**config.mk**
```make
export PLATFORM = sky130hd
export DESIGN_NAME = xdec_core
export DESIGN_NICKNAME = d
export VERILOG_FILES = /design/src/xdec_pkg.sv /design/src/xdec_ptr_if.sv /design/src/xdec_core.sv /design/src/xdec_ptr_file.sv
export SDC_FILE = /design/constraint.sdc
export NUM_CORES = 1
export LEC_CHECK = 0
export BUFFER_PORTS_ARGS = -buffer_cell sky130_fd_sc_hd__buf_2
export CORE_UTILIZATION = 55
export CTS_CLUSTER_DIAMETER = 120
export CTS_CLUSTER_SIZE = 12
export DETAILED_ROUTE_END_ITERATION = 7
export PLACE_DENSITY = 0.81
export RECOVER_POWER = 25
export SYNTH_ARGS = -nofsm -noshare
export SYNTH_HDL_FRONTEND = slang
export SYNTH_SLANG_ARGS = --single-unit
```
**constraint.sdc**
```tcl
create_clock -name mclk -period 5.8 [get_ports mclk]
set_input_delay 0.29 -clock mclk [delete_from_list [all_inputs] [get_ports mclk]]
set_output_delay 0.29 -clock mclk [all_outputs]
set_load 0.005 [all_outputs]
```
**src/xdec_pkg.sv**
```systemverilog
// constants, opcodes and types of the extended instruction decoder
package xdec_pkg;

  // ***************************************************************
  // widths and reset values
  // ***************************************************************
  localparam int unsigned PTR_WIDTH   = 12;
  localparam int unsigned PTR_COUNT   = 3;
  localparam int unsigned PCLAT_WIDTH = 13;
  localparam int unsigned CALL_WIDTH  = 21;
  localparam int unsigned BASE_COUNT  = 75;
  localparam logic [11:0] PTR_RST     = 12'h000;
  localparam logic        EXT_RST     = 1'b0;

  // ***************************************************************
  // encodings
  // ***************************************************************
  localparam logic [7:0]  OP_PTR_ADD   = 8'hE8;
  localparam logic [7:0]  OP_PTR_SUB   = 8'hE9;
  localparam logic [7:0]  OP_PUSH      = 8'hEA;
  localparam logic [7:0]  OP_MOVE      = 8'hEB;
  localparam logic [3:0]  OP_SECOND    = 4'hF;
  localparam logic [15:0] OP_CALL_WORKING_REGISTER = 16'h0014;
  localparam logic [1:0]  SEL_RETURN   = 2'h3;
  localparam logic [1:0]  SEL_PTR_TWO  = 2'h2;
  localparam int unsigned MOVE_MODE_BIT = 7;

  // ***************************************************************
  // byte-oriented addressing
  // ***************************************************************
  localparam logic [7:0]  IDX_LIMIT    = 8'h5F;
  localparam logic [3:0]  ACCESS_HIGH  = 4'hF;
  localparam logic [3:0]  ACCESS_LOW   = 4'h0;

  typedef enum logic [3:0] {
    ST_IDLE  = 4'b0001,
    ST_WAIT2 = 4'b0010,
    ST_READ  = 4'b0100,
    ST_BUSY2 = 4'b1000
  } xdec_state_t;

endpackage

```
**src/xdec_ptr_if.sv**
```systemverilog
// carrier between the decoder and its indirect pointer file
`timescale 1ns/1ps
interface xdec_ptr_if #(
  parameter int AW   = 12,
  parameter int NPTR = 3
);
  logic          upd_en;
  logic [1:0]    upd_sel;
  logic [AW-1:0] upd_val;
  logic [AW-1:0] ptr [NPTR];

  modport owner (
    input  upd_en,
    input  upd_sel,
    input  upd_val,
    output ptr
  );

  modport user (
    output upd_en,
    output upd_sel,
    output upd_val,
    input  ptr
  );
endinterface
```
**src/xdec_core.sv**
```systemverilog
// decoder and executor of the extended instruction set
`timescale 1ns/1ps
module xdec_core #(
  parameter int AW   = xdec_pkg::PTR_WIDTH,
  parameter int NPTR = xdec_pkg::PTR_COUNT
) (
  input  wire logic                        mclk,
  input  wire logic                        rst,
  input  wire logic                        extended_set_config_bit,
  input  wire logic                        instr_valid,
  input  wire logic [15:0]                 instr_word,
  output logic                             instr_ready,
  output logic                             base_valid,
  input  wire logic [7:0]                  working_register,
  input  wire logic [xdec_pkg::PCLAT_WIDTH-1:0] pc_latch,
  input  wire logic [7:0]                  std_file_addr,
  input  wire logic                        std_banked,
  input  wire logic [3:0]                  bank_select,
  output logic [AW-1:0]                    std_eff_addr_q,
  output logic                             std_indexed_q,
  input  wire logic [7:0]                  mem_rdata,
  output logic [AW-1:0]                    mem_addr_q,
  output logic [7:0]                       mem_wdata_q,
  output logic                             mem_we_q,
  output logic                             mem_re_q,
  output logic                             call_req_q,
  output logic [xdec_pkg::CALL_WIDTH-1:0]  call_target_q,
  output logic                             ret_req_q,
  output logic                             ext_active_q,
  output logic [AW-1:0]                    indirect_pointer_0,
  output logic [AW-1:0]                    indirect_pointer_1,
  output logic [AW-1:0]                    pointer_two
);
  import xdec_pkg::*;

  xdec_state_t state_q;
  xdec_state_t state_d;
  logic        cfg_taken_q;
  logic [6:0]  src_off_q;
  logic        mode_ss_q;
  logic [AW-1:0] dest_q;

  xdec_ptr_if #(.AW(AW), .NPTR(NPTR)) pif ();

  xdec_ptr_file #(.AW(AW), .NPTR(NPTR)) u_ptr (
    .mclk (mclk),
    .rst  (rst),
    .pif  (pif.owner)
  );

  assign indirect_pointer_0 = pif.ptr[0];
  assign indirect_pointer_1 = pif.ptr[1];
  assign pointer_two        = pif.ptr[SEL_PTR_TWO];

  // ***************************************************************
  // configuration capture
  // ***************************************************************
  // the configuration bit is static, so it is latched once after
  // reset release; a later change has no effect until the next reset
  always_ff @(posedge mclk or posedge rst) begin
    if (rst) begin
      cfg_taken_q  <= 1'b0;
      ext_active_q <= EXT_RST;
    end else if (!cfg_taken_q) begin
      cfg_taken_q  <= 1'b1;
      ext_active_q <= extended_set_config_bit;
    end
  end

  // ***************************************************************
  // decode
  // ***************************************************************
  wire        st_idle  = (state_q == ST_IDLE);
  wire        st_wait2 = (state_q == ST_WAIT2);
  wire        st_read  = (state_q == ST_READ);
  wire [7:0]  op_hi    = instr_word[15:8];
  wire [1:0]  op_sel   = instr_word[7:6];
  wire [AW-1:0] lit6   = AW'(instr_word[5:0]);

  // with the extension off every word goes to the base decoder
  wire is_add  = ext_active_q && op_hi == OP_PTR_ADD;
  wire is_sub  = ext_active_q && op_hi == OP_PTR_SUB;
  wire is_push = ext_active_q && op_hi == OP_PUSH;
  wire is_move = ext_active_q && op_hi == OP_MOVE;
  wire is_call = ext_active_q && instr_word == OP_CALL_WORKING_REGISTER;
  wire is_ulnk = (is_add || is_sub) && op_sel == SEL_RETURN;
  wire is_ext  = is_add || is_sub || is_push || is_move || is_call;

  assign instr_ready = st_idle || st_wait2;
  wire   fire        = instr_valid && instr_ready;
  wire   idle_go     = fire && st_idle;
  // anything that is not an extra goes to the base decoder
  assign base_valid  = idle_go && !is_ext;

  wire push_go   = idle_go && is_push;
  wire move_go   = idle_go && is_move;
  wire ulnk_go   = idle_go && is_ulnk;
  wire call_go   = idle_go && is_call;
  wire second_go = fire && st_wait2;

  // ***************************************************************
  // pointer arithmetic
  // ***************************************************************
  // extras write only the pointer file and memory; no flag output
  // exists, so status is never disturbed
  wire [1:0]    upd_sel = (is_push || is_ulnk) ? SEL_PTR_TWO : op_sel;
  wire [AW-1:0] upd_old = pif.ptr[upd_sel];
  wire [AW-1:0] upd_val = is_push ? upd_old - AW'(1) :
                          is_add  ? upd_old + lit6 :
                                    upd_old - lit6;

  assign pif.upd_en  = idle_go && (is_add || is_sub || is_push);
  assign pif.upd_sel = upd_sel;
  assign pif.upd_val = upd_val;

  // ***************************************************************
  // sequencing
  // ***************************************************************
  always_comb begin
    state_d = state_q;
    case (state_q)
      ST_IDLE: begin
        if (move_go) begin
          state_d = ST_WAIT2;
        end else if (ulnk_go || call_go) begin
          state_d = ST_BUSY2;
        end
      end
      ST_WAIT2: begin
        if (second_go) begin
          state_d = ST_READ;
        end
      end
      ST_READ:  state_d = ST_IDLE;
      ST_BUSY2: state_d = ST_IDLE;
      default:  state_d = ST_IDLE;
    endcase
  end

  always_ff @(posedge mclk or posedge rst) begin
    if (rst) begin
      state_q <= ST_IDLE;
    end else begin
      state_q <= state_d;
    end
  end

  // ***************************************************************
  // indexed moves and push
  // ***************************************************************
  wire [AW-1:0] src_addr  = pointer_two + AW'(src_off_q);
  // the second word's upper nibble is not checked; its low bits are used
  wire [AW-1:0] dest_calc = mode_ss_q ? pointer_two + AW'(instr_word[6:0])
                                      : AW'(instr_word[11:0]);

  wire          mem_we_d    = push_go || st_read;
  wire          mem_re_d    = second_go;
  wire [AW-1:0] mem_addr_d  = push_go   ? pointer_two :
                              second_go ? src_addr :
                              st_read   ? dest_q : mem_addr_q;
  wire [7:0]    mem_wdata_d = push_go ? instr_word[7:0] :
                              st_read ? mem_rdata : mem_wdata_q;

  always_ff @(posedge mclk or posedge rst) begin
    if (rst) begin
      src_off_q   <= 7'h00;
      mode_ss_q   <= 1'b0;
      dest_q      <= AW'(PTR_RST);
      mem_addr_q  <= AW'(PTR_RST);
      mem_wdata_q <= 8'h00;
      mem_we_q    <= 1'b0;
      mem_re_q    <= 1'b0;
    end else begin
      if (move_go) begin
        src_off_q <= instr_word[6:0];
        mode_ss_q <= instr_word[MOVE_MODE_BIT];
      end
      if (second_go) begin
        dest_q <= dest_calc;
      end
      mem_addr_q  <= mem_addr_d;
      mem_wdata_q <= mem_wdata_d;
      mem_we_q    <= mem_we_d;
      mem_re_q    <= mem_re_d;
    end
  end

  // ***************************************************************
  // call and return requests
  // ***************************************************************
  // both pulse during the second instruction cycle; a return comes after the
  // pointer two update of its first cycle has landed, a call updates no pointer
  always_ff @(posedge mclk or posedge rst) begin
    if (rst) begin
      call_req_q    <= 1'b0;
      call_target_q <= '0;
      ret_req_q     <= 1'b0;
    end else begin
      call_req_q <= call_go;
      ret_req_q  <= ulnk_go;
      if (call_go) begin
        call_target_q <= {pc_latch, working_register};
      end
    end
  end

  // ***************************************************************
  // byte-oriented address translation
  // ***************************************************************
  wire std_idx = ext_active_q && !std_banked && std_file_addr <= IDX_LIMIT;
  wire [AW-1:0] std_addr_d =
    std_banked       ? AW'({bank_select, std_file_addr}) :
    std_idx          ? pointer_two + AW'(std_file_addr) :
    std_file_addr[7] ? AW'({ACCESS_HIGH, std_file_addr}) :
                       AW'({ACCESS_LOW, std_file_addr});

  always_ff @(posedge mclk or posedge rst) begin
    if (rst) begin
      std_eff_addr_q <= AW'(PTR_RST);
      std_indexed_q  <= 1'b0;
    end else begin
      std_eff_addr_q <= std_addr_d;
      std_indexed_q  <= std_idx;
    end
  end

  // ***************************************************************
  // checks
  // ***************************************************************
  AST_CFG_LATCH: assert property (@(posedge mclk) disable iff (rst)
    $rose(cfg_taken_q) |-> ext_active_q == $past(extended_set_config_bit))
    else $error("extension state differs from configuration bit");

  // with the extension off nothing but the base hand-off may happen
  AST_OFF_PLAIN: assert property (@(posedge mclk) disable iff (rst)
    !ext_active_q |-> st_idle && !mem_we_q && !mem_re_q && !call_req_q && !ret_req_q
      && !std_indexed_q && (!instr_valid || base_valid))
    else $error("extra executed while extension is off");

  AST_BASE_SPLIT: assert property (@(posedge mclk) disable iff (rst)
    base_valid |-> !(ext_active_q
      && (instr_word[15:10] == 6'b111010 || instr_word == OP_CALL_WORKING_REGISTER)))
    else $error("extended word handed to base decoder");

  AST_ADD_ONE: assert property (@(posedge mclk) disable iff (rst)
    idle_go && is_add && op_sel == 2'h0 |=>
      indirect_pointer_0 == $past(indirect_pointer_0) + AW'($past(instr_word[5:0]))
      && instr_ready)
    else $error("pointer add wrong or not single cycle");

  AST_SUB_ONE: assert property (@(posedge mclk) disable iff (rst)
    idle_go && is_sub && op_sel == 2'h1 |=>
      indirect_pointer_1 == $past(indirect_pointer_1) - AW'($past(instr_word[5:0]))
      && instr_ready)
    else $error("pointer subtract wrong or not single cycle");

  AST_ULNK: assert property (@(posedge mclk) disable iff (rst)
    ulnk_go |=> ret_req_q && !instr_ready && !mem_we_q ##1 instr_ready && !ret_req_q)
    else $error("pointer two with return not two cycles");

  AST_CALL: assert property (@(posedge mclk) disable iff (rst)
    call_go |=> call_req_q && !instr_ready
      && call_target_q == {$past(pc_latch), $past(working_register)}
      ##1 instr_ready)
    else $error("call through working register wrong");

  AST_MOVE_FILE: assert property (@(posedge mclk) disable iff (rst)
    second_go && !mode_ss_q |=> mem_re_q && mem_addr_q == $past(src_addr)
      ##1 mem_we_q && mem_addr_q == $past(instr_word[11:0], 2)
      && mem_wdata_q == $past(mem_rdata))
    else $error("indexed to file move wrong");

  AST_MOVE_IDX: assert property (@(posedge mclk) disable iff (rst)
    second_go && mode_ss_q |=> mem_re_q ##1 mem_we_q && instr_ready
      && mem_addr_q == $past(pointer_two, 2) + AW'($past(instr_word[6:0], 2)))
    else $error("indexed to indexed move wrong");

  AST_PUSH: assert property (@(posedge mclk) disable iff (rst)
    push_go |=> mem_we_q && mem_addr_q == $past(pointer_two)
      && mem_wdata_q == $past(instr_word[7:0])
      && pointer_two == $past(pointer_two) - AW'(1) && instr_ready)
    else $error("push literal wrong");

  AST_INDEXED: assert property (@(posedge mclk) disable iff (rst)
    ext_active_q && !std_banked && std_file_addr <= IDX_LIMIT |=>
      std_indexed_q && std_eff_addr_q == $past(pointer_two) + AW'($past(std_file_addr)))
    else $error("indexed literal offset address wrong");

  AST_DIRECT: assert property (@(posedge mclk) disable iff (rst)
    !std_banked && std_file_addr > IDX_LIMIT |=> !std_indexed_q
      && std_eff_addr_q[7:0] == $past(std_file_addr))
    else $error("direct access above limit translated");

  AST_CFG_HOLD: assert property (@(posedge mclk) disable iff (rst)
    cfg_taken_q && $past(cfg_taken_q) |-> $stable(ext_active_q))
    else $error("extension state changed without reset");

  AST_WAIT_SECOND: assert property (@(posedge mclk) disable iff (rst)
    st_wait2 && !instr_valid |=> st_wait2 && instr_ready && !mem_re_q && !mem_we_q)
    else $error("move went on without its second word");

  AST_MOVE_TWO: assert property (@(posedge mclk) disable iff (rst)
    second_go |=> !instr_ready && !base_valid ##1 instr_ready)
    else $error("move second cycle not refused");

  AST_BUSY_TWO: assert property (@(posedge mclk) disable iff (rst)
    (ulnk_go || call_go) |=> !instr_ready && !pif.upd_en ##1 st_idle)
    else $error("two-cycle extra not held for one cycle");

  AST_PUSH_ONLY_TWO: assert property (@(posedge mclk) disable iff (rst)
    push_go |=> indirect_pointer_0 == $past(indirect_pointer_0)
      && indirect_pointer_1 == $past(indirect_pointer_1))
    else $error("push touched another pointer");

endmodule

```
**src/xdec_ptr_file.sv**
```systemverilog
// the indirect pointers, one writer port
`timescale 1ns/1ps
module xdec_ptr_file #(
  parameter int AW   = xdec_pkg::PTR_WIDTH,
  parameter int NPTR = xdec_pkg::PTR_COUNT
) (
  input  wire logic mclk,
  input  wire logic rst,
  xdec_ptr_if.owner pif
);
  import xdec_pkg::*;

  logic [AW-1:0] ptr_q [NPTR];

  // ***************************************************************
  // one register per pointer
  // ***************************************************************
  for (genvar i = 0; i < NPTR; i++) begin : g_ptr
    always_ff @(posedge mclk or posedge rst) begin
      if (rst) begin
        ptr_q[i] <= AW'(PTR_RST);
      end else if (pif.upd_en && pif.upd_sel == 2'(i)) begin
        ptr_q[i] <= pif.upd_val;
      end
    end
    assign pif.ptr[i] = ptr_q[i];

    // a pointer moves only through the update port
    AST_PTR_HOLD: assert property (@(posedge mclk) disable iff (rst)
      !(pif.upd_en && pif.upd_sel == 2'(i)) |=> ptr_q[i] == $past(ptr_q[i]))
      else $error("pointer changed without an update");
  end

endmodule

```
==> results.py <==
metrics = {
    "status": {
        "outcome": "finished with violations",
        "violations": "capacitance limit, slew limit",
    },
    "die": {
        "std_cell_rows": 41,
        "die_h_um": 117,
        "core_area_mm2": 0.0127,
        "dieArea_mm2": 0.0136,
        "start_util_pct": 56.9,
        "io_pins": 159,
        "die_w_um": 117,
    },
    "drt": {
        "wl_per_cell_um": 18.4,
        "vias": 6585,
        "drcViolationCount": 0,
        "viasPerCell": 5.94,
        "drt_iter0_drc": 629,
        "routed_wl_um": 20300,
        "antenna_left": 0,
        "first_pass_iters": 5,
    },
    "setup_path": {
        "start_kind": "register",
        "crit_chain": "nor3b_2 -> nand2_1 -> o21ai_1 -> and2_0 -> nand2_1 -> nand2_1 -> ha_1 -> a21o_1 -> a21o_1 -> a21oi_1 -> o21ai_0 -> o41ai_1 -> xor2_1 -> o21ai_0",
        "worstSetupPathType": "reg -> reg",
        "crit_fanout": 9,
        "slowest_delay_ns": 0.61,
        "crit_buf_inv": 0,
        "r2r-start": "ext_active_q$_DFFE_PP0N_",
        "crit_arrival_ns": 4.31,
        "endpoint_kind": "register",
        "rrSetupSlack_ns": 1.76,
        "r2r_cells": 14,
        "crit_family": "compound AO/OA/AOI/OAI gates",
        "critPathSlowestCell": "o21ai_1",
        "cpMostUsedCell": "nand2_1",
        "r2r-end": "u_ptr.pif.ptr[34]$_DFFE_PP0P_",
        "crit_required_ns": 6.07,
    },
    "placement": {
        "hpwl_um": 14500,
        "gp_congestion": 0.962,
        "dpl-instance-area_mm2": 0.00816,
        "io_buffers": 158,
        "place_inst": 1076,
    },
    "sta": {
        "finClkSkew_ns": 0.00657,
        "setup_violations": 0,
        "fin_crit_sh_pct": 69.7,
        "tightestPinTransition_ns": 3.36,
        "tns_ns": 0,
        "final-hold-violation-count": 0,
        "timing.fmax_mhz": 247,
        "slew_headroom_pct": -125,
        "rsz0062_at_grt": "false",
        "slew_violations": 77,
        "layout_min_cycle_time_ns": 4.04,
    },
    "final_layout": {
        "final_util_pct": 68.2,
        "most-common-layout-cells": "buf_2 (155), nand2_1 (120), dfrtp_1 (119)",
        "regArea_mm2": 0.00300,
        "diodes": 0,
        "fin_cells": 1108,
        "drive_above_1_share_pct": 27.1,
        "nFillCells": 1091,
        "multi_input_area_mm2": 0.00398,
        "syn2layout_area_growth_pct": 19.9,
        "postLayoutCellArea_mm2": 0.00868,
        "final_common_cell": "buf_2",
        "nets": 1024,
    },
    "logic_synthesis": {
        "syn_area_mm2": 0.00723,
        "synth-seq-cells": 120,
        "avgSynthCellArea_um2": 9.33,
        "netlist_instances": 775,
        "synth_nets": 876,
        "ys_types": 73,
        "synth_enable_flop_cells": 0,
        "ys_seq_area_share_pct": 41.5,
        "synthFlopType": "dfrtp_1",
        "synth_warnings": 0,
        "async_reset_ff_share_pct": 100,
    },
    "global_route": {
        "met1_usage_pct": 39.5,
        "grt_most_used_layer": "met2",
        "grtUsageTotal_pct": 31.0,
        "met2_usage_pct": 50.2,
        "antenna_found_initial": 0,
        "grt_max_degree": 77,
        "gr-total-overflow": 0,
        "grt_pass1_vias": 6151,
        "grt_pass1_wl_um": 31500,
        "use_met3_pct": 7.16,
    },
    "hold_path": {
        "hold_class": "in -> reg",
        "min_path_cells": 2,
        "hold_path_end": "state_q[1]$_DFFE_PP0P_",
        "hp-start": "instr_valid",
    },
    "power_and_ir_drop": {
        "leakagePower_nw": 4.37,
        "ir_drop_mv": 0.306,
        "cellPowerDensity_mw_per_mm2": 249,
        "p_total_mw": 2.16,
    },
    "clocking": {
        "cts_root_buf": "clkbuf_16",
        "clkSinkCount": 120,
        "cts_buffer_depth": 2,
        "h-tree-depth": 4,
        "worstSkewPairLatency_ns": 0.42,
        "clk_pin_slew_worst_paths_ns": 0.06,
        "numCtsBuffers": 17,
        "cts_hold_buf": 0,
        "cts_tree": "done",
        "cts_resized": 0,
        "post-cts-setup-buffers": 0,
    },
    "job": {
        "maxCapViolations": 1,
    },
}
==> worst max-delay path by stage <==
stage                             start                       endpoint  slack (ns)  depth (start not counted)
2_1_floorplan  ext_active_q$_DFFE_PP0N_  u_ptr.pif.ptr[21]$_DFFE_PP0P_        2.19                         14
3_3_place_gp             instr_word[10]  u_ptr.pif.ptr[21]$_DFFE_PP0P_        1.89                         15
3_5_place_dp              instr_word[9]  u_ptr.pif.ptr[34]$_DFFE_PP0P_        1.78                         16
4_1_cts        ext_active_q$_DFFE_PP0N_  u_ptr.pif.ptr[34]$_DFFE_PP0P_        1.83                         14
5_1_grt        ext_active_q$_DFFE_PP0N_  u_ptr.pif.ptr[34]$_DFFE_PP0P_        1.37                         14
6_report       ext_active_q$_DFFE_PP0N_  u_ptr.pif.ptr[34]$_DFFE_PP0P_        1.76                         14
==> power breakdown <==
part	leakage, nW	internal [mW]	switching [mW]
logic	2.55	0.137	0.193
clock network	0.254	0.550	0.388
registers	1.56	0.862	0.0327
==> registers in the layout (all words and copies together) (netlist names), 4 cells and up <==
name            flops
u_ptr.pif.ptr      36
call_target_q      21
dest_q             12
mem_addr_q         12
std_eff_addr_q     12
mem_wdata_q         8
src_off_q           7
state_q             4
==> final cells by class <==
type | count | area share [%]
timing repair buffer | 165 | 9.68
inverter | 29 | 1.27
sequential | 120 | 34.6
tap | 172 | 2.48
clock buffer | 19 | 5.10
clock inverter | 13 | 0.952
multi-input combinational | 590 | 45.9
==> synth_stat cells (8+ instances only) <==
library cell | number | area, um^2
a21o_1 | 9 | 67.6
a21oi_1 | 43 | 215
a22oi_1 | 8 | 60.1
and3_1 | 11 | 68.8
clkbuf_1 | 30 | 113
dfrtp_1 | 119 | 2980
ha_1 | 35 | 438
inv_1 | 29 | 109
mux2_2 | 42 | 473
mux2i_1 | 11 | 110
nand2_1 | 120 | 450
nand3_1 | 20 | 100
nor2_1 | 38 | 143
nor2b_1 | 12 | 75.1
nor3_1 | 17 | 85.1
o21ai_0 | 67 | 335
o221ai_1 | 8 | 70.1
o22ai_1 | 9 | 56.3
xnor2_1 | 20 | 175
xor2_1 | 9 | 78.8
==> per-layer routing <==
layer	vias to the layer above	routed length, um
met4	0	705
met1	3181	8610
met5	-	0
met3	53	1190
li1	3093	-
met2	258	9830
==> through the flow <==
step | setup WS, ns | hold slack (ns)
floorplan | 2.19 | 0.382
global placement | 1.89 | 0.454
detailed placement | 1.78 | 0.462
CTS | 1.83 | 0.0661
global route | 1.37 | 0.0678
finish | 1.76 | 0.0782
==> worst reg2reg max path, stage by stage, from the launching register on <==
cell     delay, ns
dfrtp_1       0.42
nor3b_2       0.39
nand2_1       0.13
o21ai_1       0.61
and2_0        0.42
nand2_1       0.09
nand2_1       0.09
ha_1          0.26
a21o_1        0.19
a21o_1        0.19
a21oi_1       0.17
o21ai_0       0.15
o41ai_1       0.33
xor2_1        0.31
o21ai_0       0.15
==> cells by family after synthesis <==
family | count (synthesis) | share of synthesized area [%]
multiplexers | 59 | 8.99
AO/OA/AOI/OAI | 197 | 17.3
other | 1 | 0.0518
flip-flops | 120 | 41.5
XOR/XNOR | 29 | 3.51
AND/OR/NAND/NOR | 265 | 18.0
adder cells (fa/ha/maj) | 39 | 7.16
buffers and inverters | 65 | 3.42
(Power assumes the default switching activity.)
